**src/design/wit_pkg.sv**
```systemverilog
// constants, types and state layout of the watchdog interval timer
package wit_pkg;
   // bus widths
   localparam int WIT_DAT_W = 32;
   localparam int WIT_ADR_W = 4;
   localparam int WIT_SEL_W = 4;

   // register byte offsets
   localparam logic [3:0] WIT_OFS_CTRL = 4'h0; // counter / control write, control read
   localparam logic [3:0] WIT_OFS_CNT = 4'h4; // counter read
   localparam logic [3:0] WIT_OFS_RST = 4'h8; // reset control / status
   localparam logic [3:0] WIT_OFS_PWR = 4'hc; // standby request / block status

   // write keys carried in the upper byte of a word write
   localparam logic [7:0] WIT_KEY_CNT = 8'h5a; // counter key, also reset bits key
   localparam logic [7:0] WIT_KEY_CSR = 8'ha5; // control key, also flag clear key
   localparam logic [7:0] WIT_FLAG_CLR_LOW = 8'h00; // low byte of a flag clear

   // control/status field positions
   localparam int WIT_CTRL_FLAG_BIT = 7;
   localparam int WIT_CTRL_MODE_BIT = 6;
   localparam int WIT_CTRL_EN_BIT = 5;
   localparam int WIT_CTRL_SEL_LSB = 0;
   localparam logic [1:0] WIT_CTRL_RSV = 2'h3; // bits 4:3 read as one

   // reset control/status field positions
   localparam int WIT_RCSR_WDFLAG_BIT = 7;
   localparam int WIT_RCSR_REN_BIT = 6;
   localparam int WIT_RCSR_RTYPE_BIT = 5;
   localparam logic [4:0] WIT_RCSR_RSV = 5'h1f; // bits 4:0 read as one

   // standby / status register bits
   localparam int WIT_PWR_REQ_BIT = 0;   // write: request standby; read: not running
   localparam int WIT_PWR_REF_BIT = 1;   // read: last request refused
   localparam int WIT_PWR_CRST_BIT = 2;  // read: internal reset active
   localparam int WIT_PWR_OPIN_BIT = 3;  // read: overflow pin active

   // pulse lengths in system clock cycles
   localparam int unsigned WIT_OVF_PULSE_CYCLES = 128;
   localparam int unsigned WIT_RST_PULSE_CYCLES = 512;

   // prescaler width and log2 of each selectable division
   localparam int WIT_PRESC_W = 13;
   localparam logic [3:0] WIT_DIV_SHIFT [8] = '{4'h1, 4'h6, 4'h7, 4'h8,
                                                4'h9, 4'ha, 4'hc, 4'hd};

   // power state of the timer
   typedef enum logic [1:0] {
      WIT_RUN = 2'b00,      // normal operation
      WIT_STANDBY = 2'b01,  // oscillator stopped
      WIT_RECOVER = 2'b10   // settling count after nmi
   } wit_mode_t;

   // complete register state of the top module
   typedef struct packed {
      wit_mode_t mode;
      logic [7:0] cnt;    // up counter
      logic ovf;          // interval overflow flag
      logic wmode;        // mode select bit
      logic en;           // count enable bit
      logic [2:0] cks;    // clock select field
      logic wdflag; // watchdog overflow flag
      logic rst_en; // reset enable bit
      logic rst_type; // reset type bit
      logic refused;      // standby request refused
      logic ack;          // bus acknowledge
      logic [WIT_DAT_W-1:0] rdat; // read data
   } wit_state_t;

   localparam wit_state_t WIT_STATE_RST = '{mode: WIT_RUN, cnt: 8'h00, ovf: 1'b0,
      wmode: 1'b0, en: 1'b0, cks: 3'h0, wdflag: 1'b0, rst_en: 1'b0, rst_type: 1'b0,
      refused: 1'b0, ack: 1'b0, rdat: 32'h0000_0000};
endpackage

```
**src/design/wit_top.sv**
```systemverilog
// watchdog / interval timer with keyed wishbone registers and standby recovery
`timescale 1ns/10ps

// Notes on behaviour
// - both mode and enable set: watchdog mode
// - watchdog overflow drives pin 128 cycles
// - reset enable adds internal reset, same start
// - reset type picks power-on or manual
// - internal reset lasts 512 cycles
// - external reset wins, watchdog flag cleared
// - mode clear, enable set: interval interrupts
// - standby refused while counting is enabled
// - nmi restarts counting at kept division
// - recovery overflow ends standby, clocks return
// - interval overflow sets flag and request
// - watchdog overflow sets flag with pin
// - counter write beats concurrent count tick
// - no reset enable: timer self-resets only
// - three-bit select picks one of eight divisions
// - disabled counter held at zero, except during standby recovery
// - keyed word writes only, byte writes ignored, except the unkeyed low-byte standby request
// - keyed zero word clears flag only
module wit_top #(
   parameter int unsigned OVF_CYCLES = wit_pkg::WIT_OVF_PULSE_CYCLES,
   parameter int unsigned RST_CYCLES = wit_pkg::WIT_RST_PULSE_CYCLES
) (
   input wire logic clk_i,
   input wire logic rst_i,
   input wire logic ce_i,
   input wire logic wb_cyc_i,
   input wire logic wb_stb_i,
   input wire logic wb_we_i,
   input wire logic [wit_pkg::WIT_ADR_W-1:0] wb_adr_i,
   input wire logic [wit_pkg::WIT_SEL_W-1:0] wb_sel_i,
   input wire logic [wit_pkg::WIT_DAT_W-1:0] wb_dat_i,
   output logic [wit_pkg::WIT_DAT_W-1:0] wb_dat_o,
   output logic wb_ack_o,
   input wire logic nmi_i,
   output logic overflow_pulse_out_n_o,
   output logic por_reset_o,
   output logic manual_reset_o,
   output logic interval_interrupt_o,
   output logic standby_o,
   output logic clock_supply_o
);
   import wit_pkg::*;

   wit_state_t st_q; // registered state
   wit_state_t st_d; // next state

   // bus decode
   logic req;          // request present
   logic wr_fire;      // write takes effect this edge
   logic word_wr;      // both low byte lanes written
   logic [3:0] ofs;    // word aligned offset
   logic [7:0] key;    // upper byte of the written word
   logic [7:0] low;    // lower byte of the written word

   // write strobes, keyed except the standby request
   logic cnt_wr;       // counter load
   logic csr_wr;       // control/status load
   logic rst_bits_wr;  // reset enable / type load
   logic flag_clr;     // watchdog flag clear
   logic pwr_wr;       // standby request write

   // timing events
   logic run;          // prescaler runs
   logic tick;         // selected count tick
   logic tick_eff;     // tick that is not overridden by a write
   logic wrap;         // counter rolls from all ones
   logic wd_ovf;       // watchdog mode overflow
   logic it_ovf;       // interval mode overflow
   logic opin_act;     // overflow pin active
   logic crst_act;     // internal chip reset active

   // read images of the byte wide registers
   logic [7:0] ctrl_img; // control/status as read
   logic [7:0] rctl_img; // reset control as read
   logic [3:0] pwr_img; // power status as read

   // request decode and keyed write qualification
   always_comb begin
      req = wb_cyc_i & wb_stb_i;
      // a write lands at the acked edge, never in standby
      wr_fire = req & wb_we_i & st_q.ack & (st_q.mode == WIT_RUN);
      ofs = {wb_adr_i[3:2], 2'b00};
      key = wb_dat_i[15:8];
      low = wb_dat_i[7:0];
      word_wr = wr_fire & (wb_sel_i[1:0] == 2'b11);
      cnt_wr = word_wr & (ofs == WIT_OFS_CTRL) & (key == WIT_KEY_CNT);
      csr_wr = word_wr & (ofs == WIT_OFS_CTRL) & (key == WIT_KEY_CSR);
      rst_bits_wr = word_wr & (ofs == WIT_OFS_RST) & (key == WIT_KEY_CNT);
      flag_clr = word_wr & (ofs == WIT_OFS_RST) & (key == WIT_KEY_CSR) &
                 (low == WIT_FLAG_CLR_LOW);
      // standby request needs only the low byte lane
      pwr_wr = wr_fire & wb_sel_i[0] & (ofs == WIT_OFS_PWR) & wb_dat_i[WIT_PWR_REQ_BIT];
   end

   // prescaler runs while enabled or during standby recovery
   assign run = ((st_q.mode == WIT_RUN) & st_q.en) | (st_q.mode == WIT_RECOVER);

   wit_prescaler #(
      .W(WIT_PRESC_W)
   ) u_presc (
      .clk_i(clk_i),
      .rst_i(rst_i),
      .ce_i(ce_i),
      .run_i(run),
      .cks_i(st_q.cks),
      .tick_o(tick)
   );

   // overflow classification
   always_comb begin
      tick_eff = tick & ~cnt_wr;
      wrap = tick_eff & (st_q.cnt == 8'hff);
      wd_ovf = wrap & (st_q.mode == WIT_RUN) & st_q.en & st_q.wmode;
      it_ovf = wrap & (st_q.mode == WIT_RUN) & st_q.en & ~st_q.wmode;
   end

   wit_pulse #(
      .LEN(OVF_CYCLES)
   ) u_opin (
      .clk_i(clk_i),
      .rst_i(rst_i),
      .ce_i(ce_i),
      .start_i(wd_ovf),
      .active_o(opin_act)
   );

   wit_pulse #(
      .LEN(RST_CYCLES)
   ) u_crst (
      .clk_i(clk_i),
      .rst_i(rst_i),
      .ce_i(ce_i),
      .start_i(wd_ovf & st_q.rst_en),
      .active_o(crst_act)
   );

   // read images of the byte wide registers, reserved bits read as one
   always_comb begin
      ctrl_img = {st_q.ovf, st_q.wmode, st_q.en, WIT_CTRL_RSV, st_q.cks};
      rctl_img = {st_q.wdflag, st_q.rst_en, st_q.rst_type, WIT_RCSR_RSV};
      pwr_img = {opin_act, crst_act, st_q.refused, st_q.mode != WIT_RUN};
   end

   // next state: bus, writes, counting, then events so that sets win
   always_comb begin
      st_d = st_q;
      // single cycle ack, one wait state
      // ack falls after one cycle even while stb stays high
      st_d.ack = req & ~st_q.ack;
      if (req & ~st_q.ack) begin
         // read mux, unmapped offsets read zero
         unique case (ofs)
            WIT_OFS_CTRL: st_d.rdat = {24'h00_0000, ctrl_img};
            WIT_OFS_CNT: st_d.rdat = {24'h00_0000, st_q.cnt};
            WIT_OFS_RST: st_d.rdat = {24'h00_0000, rctl_img};
            WIT_OFS_PWR: st_d.rdat = {28'h000_0000, pwr_img};
            default: st_d.rdat = '0;
         endcase
      end
      // power state machine: run, standby, recovery
      unique case (st_q.mode)
         WIT_RUN: begin
            // control/status load, flag only writable to zero
            if (csr_wr) begin
               st_d.ovf = st_q.ovf & low[WIT_CTRL_FLAG_BIT];
               st_d.wmode = low[WIT_CTRL_MODE_BIT];
               st_d.en = low[WIT_CTRL_EN_BIT];
               st_d.cks = low[WIT_CTRL_SEL_LSB +: 3];
            end
            // reset enable and type load, flag untouched
            if (rst_bits_wr) begin
               st_d.rst_en = low[WIT_RCSR_REN_BIT];
               st_d.rst_type = low[WIT_RCSR_RTYPE_BIT];
            end
            // keyed zero word clears the watchdog flag
            if (flag_clr) begin
               st_d.wdflag = 1'b0;
            end
            // counter load or increment
            if (!st_q.en) begin
               st_d.cnt = 8'h00;
            end else if (cnt_wr) begin
               st_d.cnt = low;
            end else if (tick_eff) begin
               st_d.cnt = 8'(st_q.cnt + 8'h01);
            end
            // disabling by a control write clears the counter
            if (csr_wr & ~low[WIT_CTRL_EN_BIT]) begin
               st_d.cnt = 8'h00;
            end
            // standby request
            if (pwr_wr) begin
               if (st_q.en) begin
                  // standby refused
                  // software has to stop the counter first
                  st_d.refused = 1'b1;
               end else begin
                  st_d.refused = 1'b0;
                  st_d.mode = WIT_STANDBY;
                  st_d.cnt = 8'h00;
                  // reset control register reinitialised in standby
                  st_d.wdflag = WIT_STATE_RST.wdflag;
                  st_d.rst_en = WIT_STATE_RST.rst_en;
                  st_d.rst_type = WIT_STATE_RST.rst_type;
               end
            end
            // flag sets come after the software writes so a set wins
            // interval flag set
            if (it_ovf) begin
               st_d.ovf = 1'b1;
            end
            if (wd_ovf) begin
               // timer self reset
               // done even with reset enable, the chip reset follows anyway
               st_d.cnt = WIT_STATE_RST.cnt;
               st_d.ovf = WIT_STATE_RST.ovf;
               st_d.wmode = WIT_STATE_RST.wmode;
               st_d.en = WIT_STATE_RST.en;
               st_d.cks = WIT_STATE_RST.cks;
               st_d.wdflag = 1'b1;
            end
         end
         WIT_STANDBY: begin
            // nmi restarts counting
            // nmi level is only looked at while in standby
            if (nmi_i) begin
               st_d.mode = WIT_RECOVER;
               st_d.cnt = 8'h00;
            end
         end
         WIT_RECOVER: begin
            // no flag is set by the settling overflow
            // settling count at the division kept from before standby
            if (tick) begin
               st_d.cnt = 8'(st_q.cnt + 8'h01);
            end
            if (tick & (st_q.cnt == 8'hff)) begin
               st_d.mode = WIT_RUN;
               st_d.cnt = 8'h00;
            end
         end
         default: begin
            // illegal code falls back to running
            st_d.mode = WIT_RUN;
         end
      endcase
   end

   // state register
   always_ff @(posedge clk_i) begin
      if (rst_i) begin
         // external reset wins
         // watchdog flag and all timer state back to reset values
         st_q <= WIT_STATE_RST;
      end else if (ce_i) begin
         st_q <= st_d;
      end
   end

   // bus outputs
   assign wb_ack_o = st_q.ack;
   assign wb_dat_o = st_q.rdat;

   // overflow pin is active low
   assign overflow_pulse_out_n_o = ~opin_act;

   // one internal reset pulse, the type bit steers it to one output
   // reset type select
   assign por_reset_o = crst_act & ~st_q.rst_type;
   assign manual_reset_o = crst_act & st_q.rst_type;

   assign interval_interrupt_o = st_q.ovf;

   // power state outputs
   assign standby_o = (st_q.mode != WIT_RUN);
   assign clock_supply_o = (st_q.mode == WIT_RUN);
endmodule // wit_top

```
**src/design/wit_prescaler.sv**
```systemverilog
// divider, held at zero while not running, that yields the selected count tick
`timescale 1ns/10ps
module wit_prescaler #(
   parameter int W = wit_pkg::WIT_PRESC_W
) (
   input wire logic clk_i,
   input wire logic rst_i,
   input wire logic ce_i,
   input wire logic run_i,
   input wire logic [2:0] cks_i,
   output logic tick_o
);
   import wit_pkg::*;

   typedef struct packed {
      logic [W-1:0] cnt; // divider count
   } wit_presc_t;

   wit_presc_t st_q; // registered state
   wit_presc_t st_d; // next state
   logic [W-1:0] mask; // low bits that must be all ones

   // tick when the selected low bits roll over
   always_comb begin
      mask = ~({W{1'b1}} << WIT_DIV_SHIFT[cks_i]);
      tick_o = run_i & ((st_q.cnt & mask) == mask);
      st_d.cnt = run_i ? W'(st_q.cnt + 1'b1) : '0;
   end

   // state register, frozen while clock enable is low
   always_ff @(posedge clk_i) begin
      if (rst_i) begin
         st_q <= '0;
      end else if (ce_i) begin
         st_q <= st_d;
      end
   end
endmodule // wit_prescaler

```
**src/design/wit_pulse.sv**
```systemverilog
// one shot that stays active for a fixed number of cycles
`timescale 1ns/10ps
module wit_pulse #(
   parameter int unsigned LEN = wit_pkg::WIT_OVF_PULSE_CYCLES
) (
   input wire logic clk_i,
   input wire logic rst_i,
   input wire logic ce_i,
   input wire logic start_i,
   output logic active_o
);
   import wit_pkg::*;

   localparam int W = $clog2(LEN + 1);
   localparam logic [W-1:0] LEN_W = W'(LEN);

   typedef struct packed {
      logic [W-1:0] cnt; // cycles still to run
   } wit_pulse_st_t;

   wit_pulse_st_t st_q; // registered state
   wit_pulse_st_t st_d; // next state

   // load on start, count down to zero otherwise
   always_comb begin
      st_d = st_q;
      if (start_i) begin
         st_d.cnt = LEN_W;
      end else if (st_q.cnt != '0) begin
         st_d.cnt = W'(st_q.cnt - 1'b1);
      end
   end

   assign active_o = (st_q.cnt != '0);

   // state register, frozen while clock enable is low
   always_ff @(posedge clk_i) begin
      if (rst_i) begin
         st_q <= '0;
      end else if (ce_i) begin
         st_q <= st_d;
      end
   end
endmodule // wit_pulse

```
**config.mk**
```make
export PLATFORM = sky130hd
export DESIGN_NAME = wit_top
export DESIGN_NICKNAME = d
export VERILOG_FILES = /design/src/design/wit_pkg.sv /design/src/design/wit_top.sv /design/src/design/wit_prescaler.sv /design/src/design/wit_pulse.sv
export SDC_FILE = /design/constraint.sdc
export NUM_CORES = 1
export LEC_CHECK = 0
export ABC_CLOCK_PERIOD_IN_PS = 8200
export BUFFER_PORTS_ARGS = -buffer_cell sky130_fd_sc_hd__buf_2
export CORE_MARGIN = 2
export CORE_UTILIZATION = 60
export CTS_CLUSTER_DIAMETER = 100
export DETAILED_ROUTE_END_ITERATION = 7
export GPL_TIMING_DRIVEN = 0
export PLACE_DENSITY = 0.88
export SYNTH_ARGS = -nofsm -noshare
export SYNTH_HDL_FRONTEND = slang
export SYNTH_HIERARCHICAL = 1
export SYNTH_SLANG_ARGS = --single-unit
```
**constraint.sdc**
```tcl
create_clock -name clk_i -period 8.2 [get_ports clk_i]
set_input_delay 1.23 -clock clk_i [delete_from_list [all_inputs] [get_ports clk_i]]
set_output_delay 1.23 -clock clk_i [all_outputs]
set_load 0.01 [all_outputs]
```
==> results by group <==
Global routing
  – GR Overflow Total: 0
  – Wire length of the first global-routing pass: around 18 mm
  – Largest net degree at the start of global routing: 21
  – GRT Total Usage: 29.1%
  – Vias in the first global route: 3,813
  – Initial antenna violation count: 0

Logic synthesis
  – Mapped cell area: about 0.0042 mm²
  – Synth cell count leaders: nor2_1, dfxtp_1, nand2_1
  – Area leader, netlist: dfxtp_1
  – Avg Cell Area, Syn: 7.96 µm²
  – Most used flip-flop cell after synthesis: dfxtp_1
  – Flops & latches, synth: 60
  – Post-synthesis cell count: 524
  – Post-synth EDFFs: 0
  – Ys Warns: 6
  – Sequential element share of the synthesized area: about 29%
  – Distinct cells, synth: 73
  – Async set or reset register ratio after synthesis: 0%
  – Area contributors post-synth: dfxtp_1, buf_4, nor2_1
  – Most frequent cell after synthesis: nor2_1
  – Top-area cell type share of the netlist area: between 20 and 30%

Clocking
  – Post_cts resized: 0
  – Root Driver: clkbuf_8
  – Sink Count: 60
  – H-tree Lvls: 3
  – CTS Buf Count: 9
  – Clk pin slew, worst setup/hold paths: 0.07 ns
  – Clk_lat worst skew: 0.34 ns
  – # Post-CTS Setup Buffers: 0
  – Clock Path Buffers: 2
  – Number of hold buffers added after cts: 0
  – TritonCTS clock tree: built

Setup path
  – CP startpoint kind: flop
  – Worst r2r dst: u_crst/st_q[5]
  – Setup crit end kind: flop
  – CP max stage delay: 0.64 ns
  – Worst-path fanout max: 10
  – CP cell instances: inv_1 -> ha_1 -> buf_4 -> nand2_1 -> nand2b_1 -> inv_1 -> or4_4 -> nor4_2 -> nand4_1 -> nor3_1 -> o21ai_4 -> inv_1 -> and2_1 -> nand2_1 -> nand2b_1 -> clkbuf_1 -> nor2_1 -> a31o_2
  – Worst R2R Setup Slack: 3.24 ns
  – Crit-path slowest cell: nor4_2
  – CP Data Arrival Time: 5.20 ns
  – Worst r2r src: st_q[52]
  – Worst EP required: approximately 8.4 ns
  – Crit path kind: reg2reg
  – Most frequent CP cell: inv_1
  – Reg2Reg Depth: 18

Placement
  – Port Buf Inserts: 40
  – Post-place setup slack: between 3 and 4 ns
  – HPWL Detailed: 8.02 mm
  – Placement-stage cell area: around 0.0046 mm²
  – GP Congestion: 0.991

Floorplanning
  – Ports: 86
  – Die area: between 0.007 and 0.008 mm²
  – Chip width: 87.4 µm
  – Core Rows: 30
  – Chip height: 87.4 µm
  – Initial core utilization: about three fifths
  – Total core area: 0.00676 mm²

STA
  – Worst Tran Pin Value: between 1 and 1.5 ns
  – Setup Total Neg Slack: 0 ns
  – Final Hold Fails: 0
  – Fin crit period: around 5.0 ns
  – Clock skew: 0.00485 ns
  – Slew headroom: 24.5%
  – # setup viols final: 0
  – Setup ws final: around 3.2 ns
  – Max Clk Rate: 0.202 GHz
  – Final Max Slew Viols: 0
  – Final Cycle Share: 60.5%
  – Unrepaired setup endpoints after global routing: false

Hold path
  – HP Start: wb_dat_o[2]
  – WHS Endpoint: wb_dat_o[2]
  – Hold path cells: 2
  – Worst min-delay path category: reg2reg

Finish
  – Fin nets: ~660
  – Fin area: 0.00481 mm²
  – Area taken by multi-input logic gates: 0.00260 mm²
  – # fillers: 534
  – Register area: approximately 0.0012 mm²
  – Layout area overhead: 15.3%
  – ANT cells: 0
  – Share of layout cells above drive strength 1: between 20% and 30%

Drt
  – Routed Antenna Nets: 0
  – 1st-iter DRT viols: about 430
  – Detailed-route via count: 4,146
  – DR WL/cell: 16.0 µm
  – Via-to-Cell Ratio: 6.07
  – Pre-Repair DR Iteration Count: 6
  – # DRC: 0
  – Post-Route WL: 10.9 mm

Flow run
  – MaxCap Viol Count: 0

Power and ir drop
  – PwrDens: 214 mW/mm²
  – Leak pwr: 1.91 nW
  – Worst ir drop on vdd: roughly 170 µV

Run status
  – Status: finished, final reports clean
placed cells by master (no fill, tap or decap), types with 18 or more instances in the layout:
cell	count
buf_2	45
inv_1	24
nand3_1	18
nor2_1	64
nand2_1	40
conb_1	24
o21ai_0	20
dfxtp_1	60
buf_4	35
a21oi_1	24
stage by stage:
stage | utilization, % | power [mW] | cells | hold slack [ns]
2_1_floorplan | - | 0.612 | 547 | 0.437
3_3_place_gp | 67.5 | 0.675 | 667 | 0.451
3_5_place_dp | 67.5 | 0.691 | 667 | 0.458
4_1_cts | 71.2 | 1.03 | 683 | 0.467
5_1_grt | 71.2 | 1.08 | 683 | 0.483
6_report | 71.2 | 1.03 | 683 | 0.467
flip-flops by register name (all words and copies together), names as in the netlist:
signal,count
interval_interrupt_o,1
u_crst/st_q,10
wb_ack_o,1
ctrl_img,5
st_q,10
pwr_img,1
wb_dat_o,8
u_opin/st_q,8
rctl_img,3
u_presc/st_q,13
where the power goes:
group | switching, mW | leakage [nW] | total (mW) | internal, mW
Sequential | 0.0336 | 0.487 | 0.359 | 0.325
Combinational | 0.181 | 1.30 | 0.332 | 0.151
Clock | 0.118 | 0.127 | 0.336 | 0.218
layer usage:
metal,vias up,part of all wire (%),GRT usage [%]
li1,1993,-,-
met1,1896,42,36.5
met2,219,48,48.6
met3,38,8.2,5.78
met4,0,2.6,12.3
met5,-,0,0
worst max path at each step:
stage / startpoint / to / cells after the start
after detailed placement: st_q[51] / u_crst/st_q[5] / 18
after CTS: st_q[52] / u_crst/st_q[5] / 18
after global placement: st_q[52] / u_crst/st_q[5] / 18
after global routing: st_q[52] / u_crst/st_q[5] / 18
final: st_q[52] / u_crst/st_q[5] / 18
after floorplan: st_q[51] / u_crst/st_q[5] / 18
critical path: cells and delay by family (launching register included):
family	cells	cell delay [ns]
compound gates	2	0.45
fa+ha+maj	1	0.22
buf+inv	5	0.94
flops	1	0.35
simple gates	10	2.91
final cells by class:
| type | instances | area share, % |
|---|---|---|
| clock inverter | 4 | 1.98 |
| sequential | 60 | 25.0 |
| timing repair buffer | 40 | 4.16 |
| clock buffer | 12 | 3.23 |
| tap | 80 | 2.08 |
| buffer | 56 | 7.55 |
| inverter | 24 | 1.87 |
| multi-input combinational | 407 | 54.2 |
kinds of logic (layout without fill, tap and decap cells):
group | count (synthesis) | after routing | synth area share, %
other | 1 | 24 | 0.0899
flip-flops | 60 | 60 | 28.8
buffers and inverters | 80 | 136 | 10.9
multiplexers | 14 | 14 | 3.36
adder cells (fa/ha/maj) | 12 | 12 | 3.60
XOR/XNOR | 20 | 20 | 4.20
AND/OR/NAND/NOR | 230 | 230 | 30.7
AO/OA/AOI/OAI | 107 | 107 | 18.4
No activity file was read; power rests on OpenSTA's default activity.
